## src/logic/dmr_map.svh

```systemverilog
/*
  Offsets, field positions, codes and timing counts for the mode register block.
  Assumes inclusion by bare name from the package and the design module.
*/
`ifndef DMR_MAP_SVH
`define DMR_MAP_SVH
// ------------------------------------------------------------
// Mode word fields
// ------------------------------------------------------------
`define DMR_BL_LSB        0
`define DMR_BL_MSB        2
`define DMR_BT_BIT        3
`define DMR_RL_LSB        4
`define DMR_RL_MSB        6
`define DMR_OP_LSB        7
`define DMR_OP_MSB        12
`define DMR_DLL_RST_BIT   8
// ------------------------------------------------------------
// Codes
// ------------------------------------------------------------
`define DMR_BL_2          3'h1
`define DMR_BL_4          3'h2
`define DMR_BL_8          3'h3
`define DMR_RL_2          3'h2
`define DMR_RL_3          3'h3
`define DMR_RL_25         3'h6
`define DMR_OP_NORMAL     6'h00
`define DMR_OP_DLL_RESET  6'h02
`define DMR_BANK_BASE     2'h0
`define DMR_BANK_EXT      2'h1
// Extended word fields are chosen positions
`define DMR_EXT_DLL_DIS   0
`define DMR_EXT_DRV_RED   1
// ------------------------------------------------------------
// Timing
// ------------------------------------------------------------
`define DMR_DLL_LOCK_CYC  200
`define DMR_RESET_WORD    13'h0000
`endif

```

## src/logic/dmr_pkg.sv

```systemverilog
/*
  Types for the mode register block.
  Assumes the map header is on the include path.
*/
package dmr_pkg;
  `include "dmr_map.svh"
  typedef struct packed {
    logic        valid;
    logic        is_read;
    logic        is_write;
    logic        is_lmr;
    logic        self_refresh_exit;
    logic [1:0]  bank;
    logic [12:0] addr;
  } dmr_cmd_t;
  typedef struct packed {
    logic       valid;
    logic       is_read;
    logic [9:0] column;
  } dmr_beat_t;
  typedef enum logic [1:0] {DMR_IDLE, DMR_BURST} dmr_state_t;
endpackage

```

## src/logic/dmr_core.sv

```systemverilog
/*
  Mode and extended mode registers, burst column sequencing and read latency
  timing for one DDR device. Assumes a decoded command stream on sys_clk,
  one command per cycle, issued only while banks are idle for register loads.
*/
`timescale 1ns/1ps
`include "dmr_map.svh"
// Function
// - Address bits 4..6 give read latency, bits 7..12 give operating mode.
// - Bits 0..2 give burst length, bit 3 gives burst type.
// - Burst lengths 2, 4, 8 for both types, reads and writes alike.
// - Burst wraps in aligned block; low column bits pick the start.
// - Top column bit is 8 for small density, 9 for large.
// - One mode bit picks sequential or interleaved order.
// - Sequential is start plus k modulo length; interleaved is start xor k.
// - First read data appears at edge n plus programmed latency.
// - Latency 2, 2.5, 3; half cycle puts data on falling edge.
// - Zero mode bits 7..12 select normal operation.
// - Bit 8 alone set in mode bits starts a DLL reset.
// - DLL reset bit clears itself; other bits persist until rewritten.
// - Load with bank bits 00 writes the base mode register.
// - Load with bank bits 01 writes the extended register, retained.
// - Extended register sets DLL enable and reduced drive strength.
// - DLL re-enables automatically on self refresh exit.
module dmr_core
  import dmr_pkg::*;
#(
  parameter bit LARGE_DENSITY = 1'b0,
  parameter int LOCK_CYCLES   = `DMR_DLL_LOCK_CYC
)(
  input  wire logic        sys_clk,
  input  wire logic        rstn,
  input  wire dmr_cmd_t    cmd,
  output dmr_beat_t        beat,
  output logic [2:0]       read_latency_setting,
  output logic             burst_order_bit,
  output logic             dll_enabled,
  output logic             dll_locked,
  output logic             drive_reduced,
  output logic             data_valid,
  output logic             data_on_neg_edge,
  output logic             mode_reserved
);
  // ------------------------------------------------------------
  // Register state
  // ------------------------------------------------------------
  logic [12:0] mode_reg, mode_next;
  logic [12:0] ext_reg, ext_next;
  logic        dll_rst_reg, dll_rst_next;
  logic        dll_dis_reg, dll_dis_next;
  logic [7:0]  lock_cnt_reg, lock_cnt_next;
  dmr_state_t  state_reg, state_next;
  logic [9:0]  start_reg, start_next;
  logic [2:0]  k_reg, k_next;
  logic [2:0]  len_m1_reg, len_m1_next;
  logic        rd_reg, rd_next;
  logic [3:0]  pipe_reg, pipe_next;
  dmr_beat_t   beat_reg, beat_next;
  logic [2:0]  len_m1;
  logic [2:0]  offs;
  logic [9:0]  col;
  logic [9:0]  col_mask;
  logic        lmr_base, lmr_ext;
  localparam logic [7:0] LOCK_MAX = 8'(LOCK_CYCLES);

  assign lmr_base = cmd.valid && cmd.is_lmr && cmd.bank == `DMR_BANK_BASE;
  assign lmr_ext  = cmd.valid && cmd.is_lmr && cmd.bank == `DMR_BANK_EXT;
  // Top column bit beyond the device width is forced to zero
  assign col_mask = LARGE_DENSITY ? 10'h3ff : 10'h1ff;

  always_comb begin
    unique case (mode_reg[`DMR_BL_MSB:`DMR_BL_LSB])
      `DMR_BL_2: len_m1 = 3'h1;
      `DMR_BL_4: len_m1 = 3'h3;
      `DMR_BL_8: len_m1 = 3'h7;
      default:   len_m1 = 3'h0;
    endcase
  end

  // ------------------------------------------------------------
  // Mode and extended registers, DLL
  // ------------------------------------------------------------
  always_comb begin
    mode_next     = mode_reg;
    ext_next      = ext_reg;
    dll_rst_next  = 1'b0;
    dll_dis_next  = dll_dis_reg;
    lock_cnt_next = lock_cnt_reg;
    if (lmr_base) begin
      mode_next = cmd.addr;
      // Reset bit not kept in the stored word
      mode_next[`DMR_DLL_RST_BIT] = 1'b0;
      dll_rst_next = cmd.addr[`DMR_OP_MSB:`DMR_OP_LSB] == `DMR_OP_DLL_RESET;
    end
    if (lmr_ext) begin
      ext_next     = cmd.addr;
      dll_dis_next = cmd.addr[`DMR_EXT_DLL_DIS];
    end
    if (cmd.valid && cmd.self_refresh_exit)
      dll_dis_next = 1'b0;
    if (dll_dis_next || dll_rst_reg)
      lock_cnt_next = 8'h00;
    else if (lock_cnt_reg != LOCK_MAX)
      lock_cnt_next = lock_cnt_reg + 8'h01;
  end

  always_ff @(posedge sys_clk or negedge rstn) begin
    if (!rstn) begin
      mode_reg     <= `DMR_RESET_WORD;
      ext_reg      <= `DMR_RESET_WORD;
      dll_rst_reg  <= 1'b0;
      dll_dis_reg  <= 1'b0;
      lock_cnt_reg <= 8'h00;
    end else begin
      mode_reg     <= mode_next;
      ext_reg      <= ext_next;
      dll_rst_reg  <= dll_rst_next;
      dll_dis_reg  <= dll_dis_next;
      lock_cnt_reg <= lock_cnt_next;
    end
  end

  assign read_latency_setting = mode_reg[`DMR_RL_MSB:`DMR_RL_LSB];
  assign burst_order_bit      = mode_reg[`DMR_BT_BIT];
  assign dll_enabled          = !dll_dis_reg;
  assign dll_locked           = lock_cnt_reg == LOCK_MAX;
  assign drive_reduced        = ext_reg[`DMR_EXT_DRV_RED];
  assign mode_reserved        = mode_reg[`DMR_OP_MSB:`DMR_OP_LSB] != `DMR_OP_NORMAL;

  // ------------------------------------------------------------
  // Burst sequencer
  // ------------------------------------------------------------
  always_comb begin
    offs = burst_order_bit ? (start_reg[2:0] ^ k_reg)
                           : (start_reg[2:0] + k_reg);
    col  = (start_reg & ~{7'h00, len_m1_reg}) | {7'h00, offs & len_m1_reg};
  end

  always_comb begin
    state_next  = state_reg;
    start_next  = start_reg;
    k_next      = k_reg;
    len_m1_next = len_m1_reg;
    rd_next     = rd_reg;
    beat_next   = '0;
    unique case (state_reg)
      DMR_IDLE: ;
      DMR_BURST: begin
        beat_next = '{valid: 1'b1, is_read: rd_reg, column: col};
        k_next    = k_reg + 3'h1;
        if (k_reg == len_m1_reg)
          state_next = DMR_IDLE;
      end
    endcase
    // A new read or write with a valid burst length truncates any burst in flight
    if (cmd.valid && (cmd.is_read || cmd.is_write) && len_m1 != 3'h0) begin
      state_next  = DMR_BURST;
      start_next  = cmd.addr[9:0] & col_mask;
      k_next      = 3'h0;
      len_m1_next = len_m1;
      rd_next     = cmd.is_read;
    end
  end

  // Latency pipe: bit i set means first data due i cycles later
  always_comb begin
    pipe_next = {1'b0, pipe_reg[3:1]};
    if (cmd.valid && cmd.is_read && len_m1 != 3'h0) begin
      unique case (read_latency_setting)
        `DMR_RL_2:  pipe_next[1] = 1'b1;
        `DMR_RL_25: pipe_next[1] = 1'b1;
        `DMR_RL_3:  pipe_next[2] = 1'b1;
        default:    pipe_next[2] = 1'b1;
      endcase
    end
  end

  always_ff @(posedge sys_clk or negedge rstn) begin
    if (!rstn) begin
      state_reg  <= DMR_IDLE;
      start_reg  <= 10'h000;
      k_reg      <= 3'h0;
      len_m1_reg <= 3'h0;
      rd_reg     <= 1'b0;
      pipe_reg   <= 4'h0;
      beat_reg   <= '0;
    end else begin
      state_reg  <= state_next;
      start_reg  <= start_next;
      k_reg      <= k_next;
      len_m1_reg <= len_m1_next;
      rd_reg     <= rd_next;
      pipe_reg   <= pipe_next;
      beat_reg   <= beat_next;
    end
  end

  assign beat             = beat_reg;
  assign data_valid       = pipe_reg[0];
  assign data_on_neg_edge = read_latency_setting == `DMR_RL_25;

  // ------------------------------------------------------------
  // Checks
  // ------------------------------------------------------------
  a_rst_self_clear: assert property (@(posedge sys_clk) disable iff (!rstn)
    lmr_base |=> !mode_reg[`DMR_DLL_RST_BIT]) else $error("dll reset bit stored");
  a_base_write: assert property (@(posedge sys_clk) disable iff (!rstn)
    lmr_base |=> mode_reg[7:0] == $past(cmd.addr[7:0])) else $error("mode not loaded");
  a_ext_write: assert property (@(posedge sys_clk) disable iff (!rstn)
    lmr_ext |=> ext_reg == $past(cmd.addr)) else $error("ext not loaded");
  a_rst_pulse: assert property (@(posedge sys_clk) disable iff (!rstn)
    (lmr_base && cmd.addr[12:7] == 6'h02) |=> dll_rst_reg) else $error("no dll reset");
  // Four cycles hold for any lock count of at least four
  a_lock_wait: assert property (@(posedge sys_clk) disable iff (!rstn)
    dll_rst_reg |=> !dll_locked [*4]) else $error("lock too early");
  a_srx_enable: assert property (@(posedge sys_clk) disable iff (!rstn)
    (cmd.valid && cmd.self_refresh_exit) |=> dll_enabled) else $error("dll not on");
  // Beat was formed one edge earlier; a new command may have moved the block since
  a_wrap_block: assert property (@(posedge sys_clk) disable iff (!rstn)
    beat_reg.valid |->
      ((beat_reg.column ^ $past(start_reg)) & ~{7'h00, $past(len_m1_reg)}) == 10'h000)
    else $error("burst left block");
  a_first_beat: assert property (@(posedge sys_clk) disable iff (!rstn)
    (cmd.valid && cmd.is_read && len_m1 != 3'h0) |=> ##1 beat_reg.column == $past(start_reg))
    else $error("first column wrong");
  a_rl3_timing: assert property (@(posedge sys_clk) disable iff (!rstn)
    (cmd.valid && cmd.is_read && len_m1 != 3'h0 && read_latency_setting == `DMR_RL_3)
    |-> ##3 data_valid) else $error("latency 3 wrong");
  a_rl2_timing: assert property (@(posedge sys_clk) disable iff (!rstn)
    (cmd.valid && cmd.is_read && len_m1 != 3'h0 &&
     (read_latency_setting == `DMR_RL_2 || read_latency_setting == `DMR_RL_25))
    |-> ##2 data_valid) else $error("latency 2 wrong");
  a_col_range: assert property (@(posedge sys_clk) disable iff (!rstn)
    beat_reg.valid |-> (beat_reg.column & ~col_mask) == 10'h000) else $error("col bit");
  c_read_burst: cover property (@(posedge sys_clk) cmd.valid && cmd.is_read && len_m1 == 3'h7);
  c_interleave: cover property (@(posedge sys_clk) beat_reg.valid && burst_order_bit);
  c_dll_lock: cover property (@(posedge sys_clk) $rose(dll_locked));
  c_half_cycle: cover property (@(posedge sys_clk) data_valid && data_on_neg_edge);
endmodule

```

## config.mk

```make
export PLATFORM = sky130hd
export DESIGN_NAME = dmr_core
export DESIGN_NICKNAME = d
export VERILOG_FILES = /design/src/logic/dmr_pkg.sv /design/src/logic/dmr_core.sv
export VERILOG_INCLUDE_DIRS = /design/src /design/src/logic
export SDC_FILE = /design/constraint.sdc
export NUM_CORES = 1
export LEC_CHECK = 0
export BUFFER_PORTS_ARGS = -buffer_cell sky130_fd_sc_hd__buf_4
export CORE_UTILIZATION = 30
export CTS_CLUSTER_SIZE = 14
export DETAILED_ROUTE_END_ITERATION = 8
export HOLD_SLACK_MARGIN = 0.06
export SYNTH_ARGS = -nofsm -noshare
export SYNTH_HDL_FRONTEND = slang
export SYNTH_SLANG_ARGS = --single-unit
```

## constraint.sdc

```tcl
create_clock -name sys_clk -period 3.1 [get_ports sys_clk]
set_input_delay 0.31 -clock sys_clk [delete_from_list [all_inputs] [get_ports sys_clk]]
set_output_delay 0.31 -clock sys_clk [all_outputs]
set_load 0.05 [all_outputs]
```

==> run_results.csv, run 1 <==
group,metric,value,unit
synthesis,yosysTopAreaCellShare,57.9,%
floorplanning,die_x,90.2,microns
critical_path,reg2reg_to,"start_reg[5]$_DFFE_PN0P_",
critical_path,endpoint,"dll_locked",
cells_and_area,area_delta_synth_final,22.2,%
floorplanning,die_h,90.2,microns
timing,slew_viol_final,0,
clock_tree,post-cts-setup-buffers,0,
synthesis,netlist_area,2330,sq um
grt,grt_use_total,11.4,%
clock_tree,ctsHtreeMaxLevel,2,
cells_and_area,largest_reg_flops,12,
floorplanning,start_util,31.7,%
drt,via_per_inst,4.39,
floorplanning,die_area,8140,sq um
synthesis,syn_nets,206,
timing,worst_slack,1.03,ns
timing,fmax,484,MHz
clock_tree,cts_buffers,5,
synthesis,synthAdderAreaFrac,3.54,%
grt,grt_pass1_vias,1392,
critical_path,cp.depth,5,
clock_tree,cts_root_buf,"clkbuf_8",
grt,antenna_found_initial,0,
timing,finalHoldViolCount,0,
synthesis,async_reset_ff_share,100,%
drt,drt_iter0_markers,53,
critical_path,worst_path_max_delay_cell,"dfrtp_1",
clock_tree,clk_pin_slew,0.10,ns
drt,dr_total_vias,1399,
grt,grt_pass1_wl,7260,microns
critical_path,startpoint,"lock_cnt_reg[0]$_DFFE_PN0P_",
critical_path,path_cells,"inv_1 -> ha_1 -> nand4b_1 -> nor4b_4 -> buf_4",
critical_path,cp_max_fo,5,
cells_and_area,nets,247,
synthesis,synth-seq-area-share,57.9,%
synthesis,yosys-top-cells-count,"dfrtp_1, mux2_2, nor2_1",
synthesis,synth_xor_area_share,4.50,%
critical_path,critical_path_class,"reg2out",
synthesis,syn_inst,178,
synthesis,synth_compound_area_share,4.13,%
timing,setup_tns,0,ns
timing,finalCritPeriodShare,66.6,%
critical_path,worst_setup_path_end_kind,"primary output",
placed_design,place_ws,1.22,ns
synthesis,synth_area_leaders,"dfrtp_1, mux2_2, xor2_1",
cells_and_area,fillers,750,
timing,setup_viol_count_final,0,
synthesis,synth-seq-cells,54,
critical_path,path_delay_family,"simple AND/OR/NAND/NOR gates",
critical_path,crit_buf_inv,2,
synthesis,ys_types,37,
cells_and_area,antennaDiodeCount,0,
power_and_ir_drop,irDropWorstVdd,0.000254,V
hold_path,hold_path.class,"in2async",
floorplanning,core,7370,sq um
critical_path,worstPathRequired,2.79,ns
flow_run,drv_cap,0,
status,outcome,"complete, no violations",
critical_path,reg2reg_from,"mode_reg[2]$_DFFE_PN0P_",
critical_path,slowest_delay,0.43,ns
timing,clock-skew-final,0.00425,ns
placed_design,portBuffers,42,
placed_design,finalWeightedCongestion,0.693,
critical_path,cp.arrival,1.76,ns
synthesis,synth_most_common_cell,"dfrtp_1",
synthesis,syn-mean-instance-area,13.1,sq um
clock_tree,cts_hold_repair.buffers,0,
synthesis,synthSimpleGateAreaFrac,13.0,%
timing,max_slew_margin,25.7,%
drt,drc,0,
power_and_ir_drop,p_per_area,941,nW/um^2
clock_tree,cts_sinks,54,
drt,dr.pass1.iters,4,
clock_tree,post_cts.resized_instances,0,
power_and_ir_drop,leakage,1.34,nW
critical_path,r2r_cells,4,
drt,postRouteAntennaNets,0,
synthesis,ys.warnings.count,0,
timing,rsz0062_at_grt,"no",
clock_tree,worst_skew_pair.late_latency,0.30,ns
floorplanning,rows,31,
critical_path,ff2ff_setup_slack,1.35,ns
drt,drt-total-wl,4320,microns
grt,grt_start_max_net_pins,55,
clock_tree,cts_tree,"done",
grt,gr-total-overflow,0,
synthesis,post_synth_mux_area_share,13.4,%
placed_design,dp_hpwl,3000,microns
timing,fin_crit,2.07,ns
drt,detail_route.wl_per_cell,13.5,microns
synthesis,ys.flop_type,"dfrtp_1",
critical_path,critPathLaunchType,"flip-flop",
floorplanning,io_pins,44,
synthesis,synth_top_family_by_area,"multiplexers",
synthesis,yosys.area.top_type,"dfrtp_1",
timing,worst_pin_slew,1.11,ns
clock_tree,clk_path_buf_depth,2,
cells_and_area,drive_gt1_share,35.5,%
synthesis,synth_edf_count,0,
per-layer routing:
metal	GRT usage, %	wire length (microns)	part of all wire [%]
met5	0	0	0
met4	4.84	68	1.6
met3	2.20	143	3.3
met2	18.0	2030	47
met1	15.2	2080	48
placed cells by master (no fill, tap or decap), drive strengths merged, types with 3 or more instances in the layout:
| cell | synthesis | final |
|---|---|---|
| ha | 5 | 5 |
| dfrtp | 54 | 54 |
| nor2b | 4 | 4 |
| clkbuf | 1 | 5 |
| nand2 | 7 | 7 |
| nor2 | 12 | 12 |
| mux2 | 23 | 23 |
| buf | 7 | 42 |
| inv | 4 | 4 |
| xor2 | 9 | 9 |
| and2 | 8 | 8 |
| nand3 | 6 | 6 |
| nand2b | 3 | 3 |
| mux2i | 5 | 5 |
| xnor2 | 3 | 3 |
metrics by stage:
step                      area [sq um]  std cells  utilization [%]  hold WS (ns)  power (mW)
final                             2850        319             38.7        0.0331        2.69
after CTS                         2850        319             38.7        0.0656        2.72
after global placement            2720        311             36.8         0.333        2.14
after detailed placement          2720        311             36.8         0.337        2.15
after global routing              2850        319             38.7        0.0831        2.86
after floorplan                   2330        178                -        0.0144        1.87
worst min-delay path by stage:
stage	cells after the start	slack, ns	from	end
floorplan	0	0.01	rstn	beat[0]$_DFF_PN0_
global placement	0	0.33	pipe_reg[1]$_DFF_PN0_	pipe_reg[0]$_DFF_PN0_
detailed placement	0	0.34	pipe_reg[1]$_DFF_PN0_	pipe_reg[0]$_DFF_PN0_
CTS	1	0.07	rstn	beat[11]$_DFF_PN0_
global route	1	0.08	rstn	pipe_reg[2]$_DFF_PN0_
finish	1	0.03	rstn	beat[11]$_DFF_PN0_
where the power goes:
group / switching (mW) / internal (mW) / total, mW
Clock: 0.234 / 0.324 / 0.558
Combinational: 0.560 / 0.409 / 0.968
Sequential: 0.210 / 0.950 / 1.16
Total: 1.00 / 1.68 / 2.69
worst register-to-register path: stages, from the launching register on:
cell and delay [ns]:
dfrtp_1 0.38, and2b_2 0.22, o21a_1 0.19, o21a_1 0.46, mux2_2 0.39
area by class of cell:
class,instances,area [sq um],area share (%)
inverters,4,15.0,0.526
well taps,99,124,4.34
multi-input cells,112,910,31.9
repair buffers,42,315,11.1
flip-flops and latches,54,1350,47.4
clock inverters,3,68.8,2.41
clock buffers,5,68.8,2.41
logic make-up (layout without fill, tap and decap cells):
group           Yosys count  in the layout
flops                    54             54
simple gates             52             52
mux                      28             28
compound gates           13             13
xor+xnor                 12             12
buf+inv                  12             54
fa+ha+maj                 6              6
other cells               1              1
No activity file was read; power rests on OpenSTA's default activity.
==> run 2, diff against run 1 <==
- clock period: 3.1 -> 2 ns (I/O delays scaled with it)
==> run_results.csv, run 2 (synthesis gave the netlist of run 1 again) <==
group,metric,value,unit
cells_and_area,largest_reg_flops,12,
placed_design,dp_hpwl,3100,microns
clock_tree,clk_path_buf_depth,2,
placed_design,portBuffers,42,
hold_path,hold_path.class,"in2reg",
drt,detail_route.wl_per_cell,13.4,microns
power_and_ir_drop,irDropWorstVdd,0.000448,V
timing,setup_tns,0,ns
power_and_ir_drop,p_per_area,1410,nW/um^2
critical_path,reg2reg_to,"lock_cnt_reg[0]$_DFFE_PN0P_",
critical_path,reg2reg_from,"lock_cnt_reg[0]$_DFFE_PN0P_",
clock_tree,worst_skew_pair.late_latency,0.30,ns
critical_path,crit_buf_inv,2,
critical_path,worstPathRequired,1.80,ns
critical_path,slowest_delay,0.43,ns
clock_tree,ctsHtreeMaxLevel,2,
clock_tree,clk_pin_slew,0.10,ns
clock_tree,cts_sinks,54,
clock_tree,cts_root_buf,"clkbuf_8",
critical_path,cp_max_fo,5,
timing,setup_viol_count_final,0,
critical_path,worst_path_max_delay_cell,"dfrtp_1",
timing,worst_pin_slew,0.668,ns
cells_and_area,area_delta_synth_final,22.8,%
floorplanning,start_util,31.7,%
grt,grt_pass1_vias,1543,
critical_path,critPathLaunchType,"flip-flop",
drt,dr.pass1.iters,4,
critical_path,worst_setup_path_end_kind,"primary output",
cells_and_area,drive_gt1_share,36.4,%
status,outcome,"complete, no violations",
timing,fmax,528,MHz
floorplanning,io_pins,44,
cells_and_area,mostFrequentLayoutCells,"dfrtp_1, buf_4, mux2_2, nor2_1, xor2_1",
grt,grt_use_total,11.7,%
hold_path,min_to,"mode_reg[3]$_DFFE_PN0P_",
clock_tree,cts_tree,"done",
cells_and_area,antennaDiodeCount,0,
critical_path,cp.arrival,1.69,ns
cells_and_area,final_common_cell,"dfrtp_1",
critical_path,path_delay_family,"simple AND/OR/NAND/NOR gates",
flow_run,drv_cap,0,
drt,drt_iter0_markers,72,
floorplanning,core,7370,sq um
grt,grt_start_max_net_pins,55,
critical_path,critical_path_class,"reg2out",
timing,finalCritPeriodShare,94.7,%
timing,max_slew_margin,55.5,%
hold_path,hold_depth,2,
critical_path,path_cells,"inv_1 -> ha_1 -> nand4b_1 -> nor4b_4 -> buf_6",
hold_path,min_from,"cmd[3]",
drt,dr_total_vias,1427,
power_and_ir_drop,leakage,1.36,nW
placed_design,placedCellCount,314,
floorplanning,die_h,90.2,microns
cells_and_area,nets,252,
drt,drc,0,
grt,gr-total-overflow,0,
grt,grt_pass1_wl,7500,microns
floorplanning,die_area,8140,sq um
timing,finalHoldViolCount,0,
clock_tree,cts_buffers,5,
floorplanning,die_x,90.2,microns
floorplanning,rows,31,
timing,clock-skew-final,0.00726,ns
grt,antenna_found_initial,0,
placed_design,finalWeightedCongestion,0.866,
cells_and_area,final_cell_count_no_fill,324,
drt,via_per_inst,4.40,
critical_path,ff2ff_setup_slack,0.34,ns
timing,fin_crit,1.89,ns
drt,postRouteAntennaNets,0,
drt,drt-total-wl,4340,microns
critical_path,r2r_cells,7,
cells_and_area,fillers,744,
timing,slew_viol_final,0,
==> run 2: changes by cell type in the layout (fill, tap and decap cells not counted), sizes merged <==
cell	previous run	this run
buf	42	46
bufinv	2	1
clkinv	1	2
dlygate4sd3	0	1
==> run 2: per-stage QoR <==
stage	hold slack [ns]	total power [mW]	utilization, %	worst slack (ns)	cell area [sq um]
floorplan	-0.0956	2.89	-	0.0599	2330
global placement	0.295	3.35	37.1	0.380	2740
detailed placement	0.291	3.36	37.1	0.307	2740
CTS	0.128	4.10	38.8	0.0186	2860
global route	0.126	4.32	38.9	-0.00769	2870
finish	0.138	4.03	38.9	0.107	2870
==> run 2: cell type report <==
| class | count | area (sq um) | share of cell area (%) |
|---|---|---|---|
| sequential | 54 | 1350 | 47.1 |
| multi-input combinational | 112 | 910 | 31.7 |
| timing repair buffer | 47 | 359 | 12.5 |
| tap | 99 | 124 | 4.32 |
| clock buffer | 5 | 68.8 | 2.40 |
| clock inverter | 3 | 40.0 | 1.40 |
| inverter | 4 | 15.0 | 0.524 |
==> run 2: worst reg2reg max path: stages (launching register included) <==
cell and delay [ns]:
dfrtp_1 0.43, inv_1 0.10, ha_1 0.15, nand4b_1 0.14, nor4b_4 0.36, buf_4 0.18, xnor2_1 0.12, nor2_1 0.05
==> run 2: metal layers <==
metal / wire length (microns) / part of all wire, % / global-route usage (%)
met1: 2160 / 50 / 17.0
met2: 1940 / 45 / 17.0
met3: 190 / 4.4 / 2.28
met4: 56 / 1.3 / 4.84
met5: 0 / 0 / 0
==> run 2: worst max-delay path by stage <==
stage | start | endpoint | cells past startpoint
after floorplan | lock_cnt_reg[0]$_DFFE_PN0P_ | lock_cnt_reg[1]$_DFFE_PN0P_ | 6
final | lock_cnt_reg[0]$_DFFE_PN0P_ | dll_locked | 5
after detailed placement | lock_cnt_reg[0]$_DFFE_PN0P_ | lock_cnt_reg[1]$_DFFE_PN0P_ | 6
after CTS | lock_cnt_reg[0]$_DFFE_PN0P_ | dll_locked | 5
after global placement | lock_cnt_reg[0]$_DFFE_PN0P_ | lock_cnt_reg[1]$_DFFE_PN0P_ | 6
after global routing | lock_cnt_reg[0]$_DFFE_PN0P_ | dll_locked | 5
==> run 2: repair_timing <==
action | CTS | global route
hold endpoints to repair | 54 | 0
resized for setup | 1 | 0
endpoints found under the setup margin | 1 | 1
hold buffers | 1 | 0
pin swaps | 0 | 1
setup buffers | 0 | 1
==> run 2: where the power goes <==
part	total [mW]	internal (mW)	switching, mW
combinational	1.53	0.645	0.881
sequential	1.80	1.47	0.327
clock	0.709	0.369	0.340
total	4.03	2.49	1.55
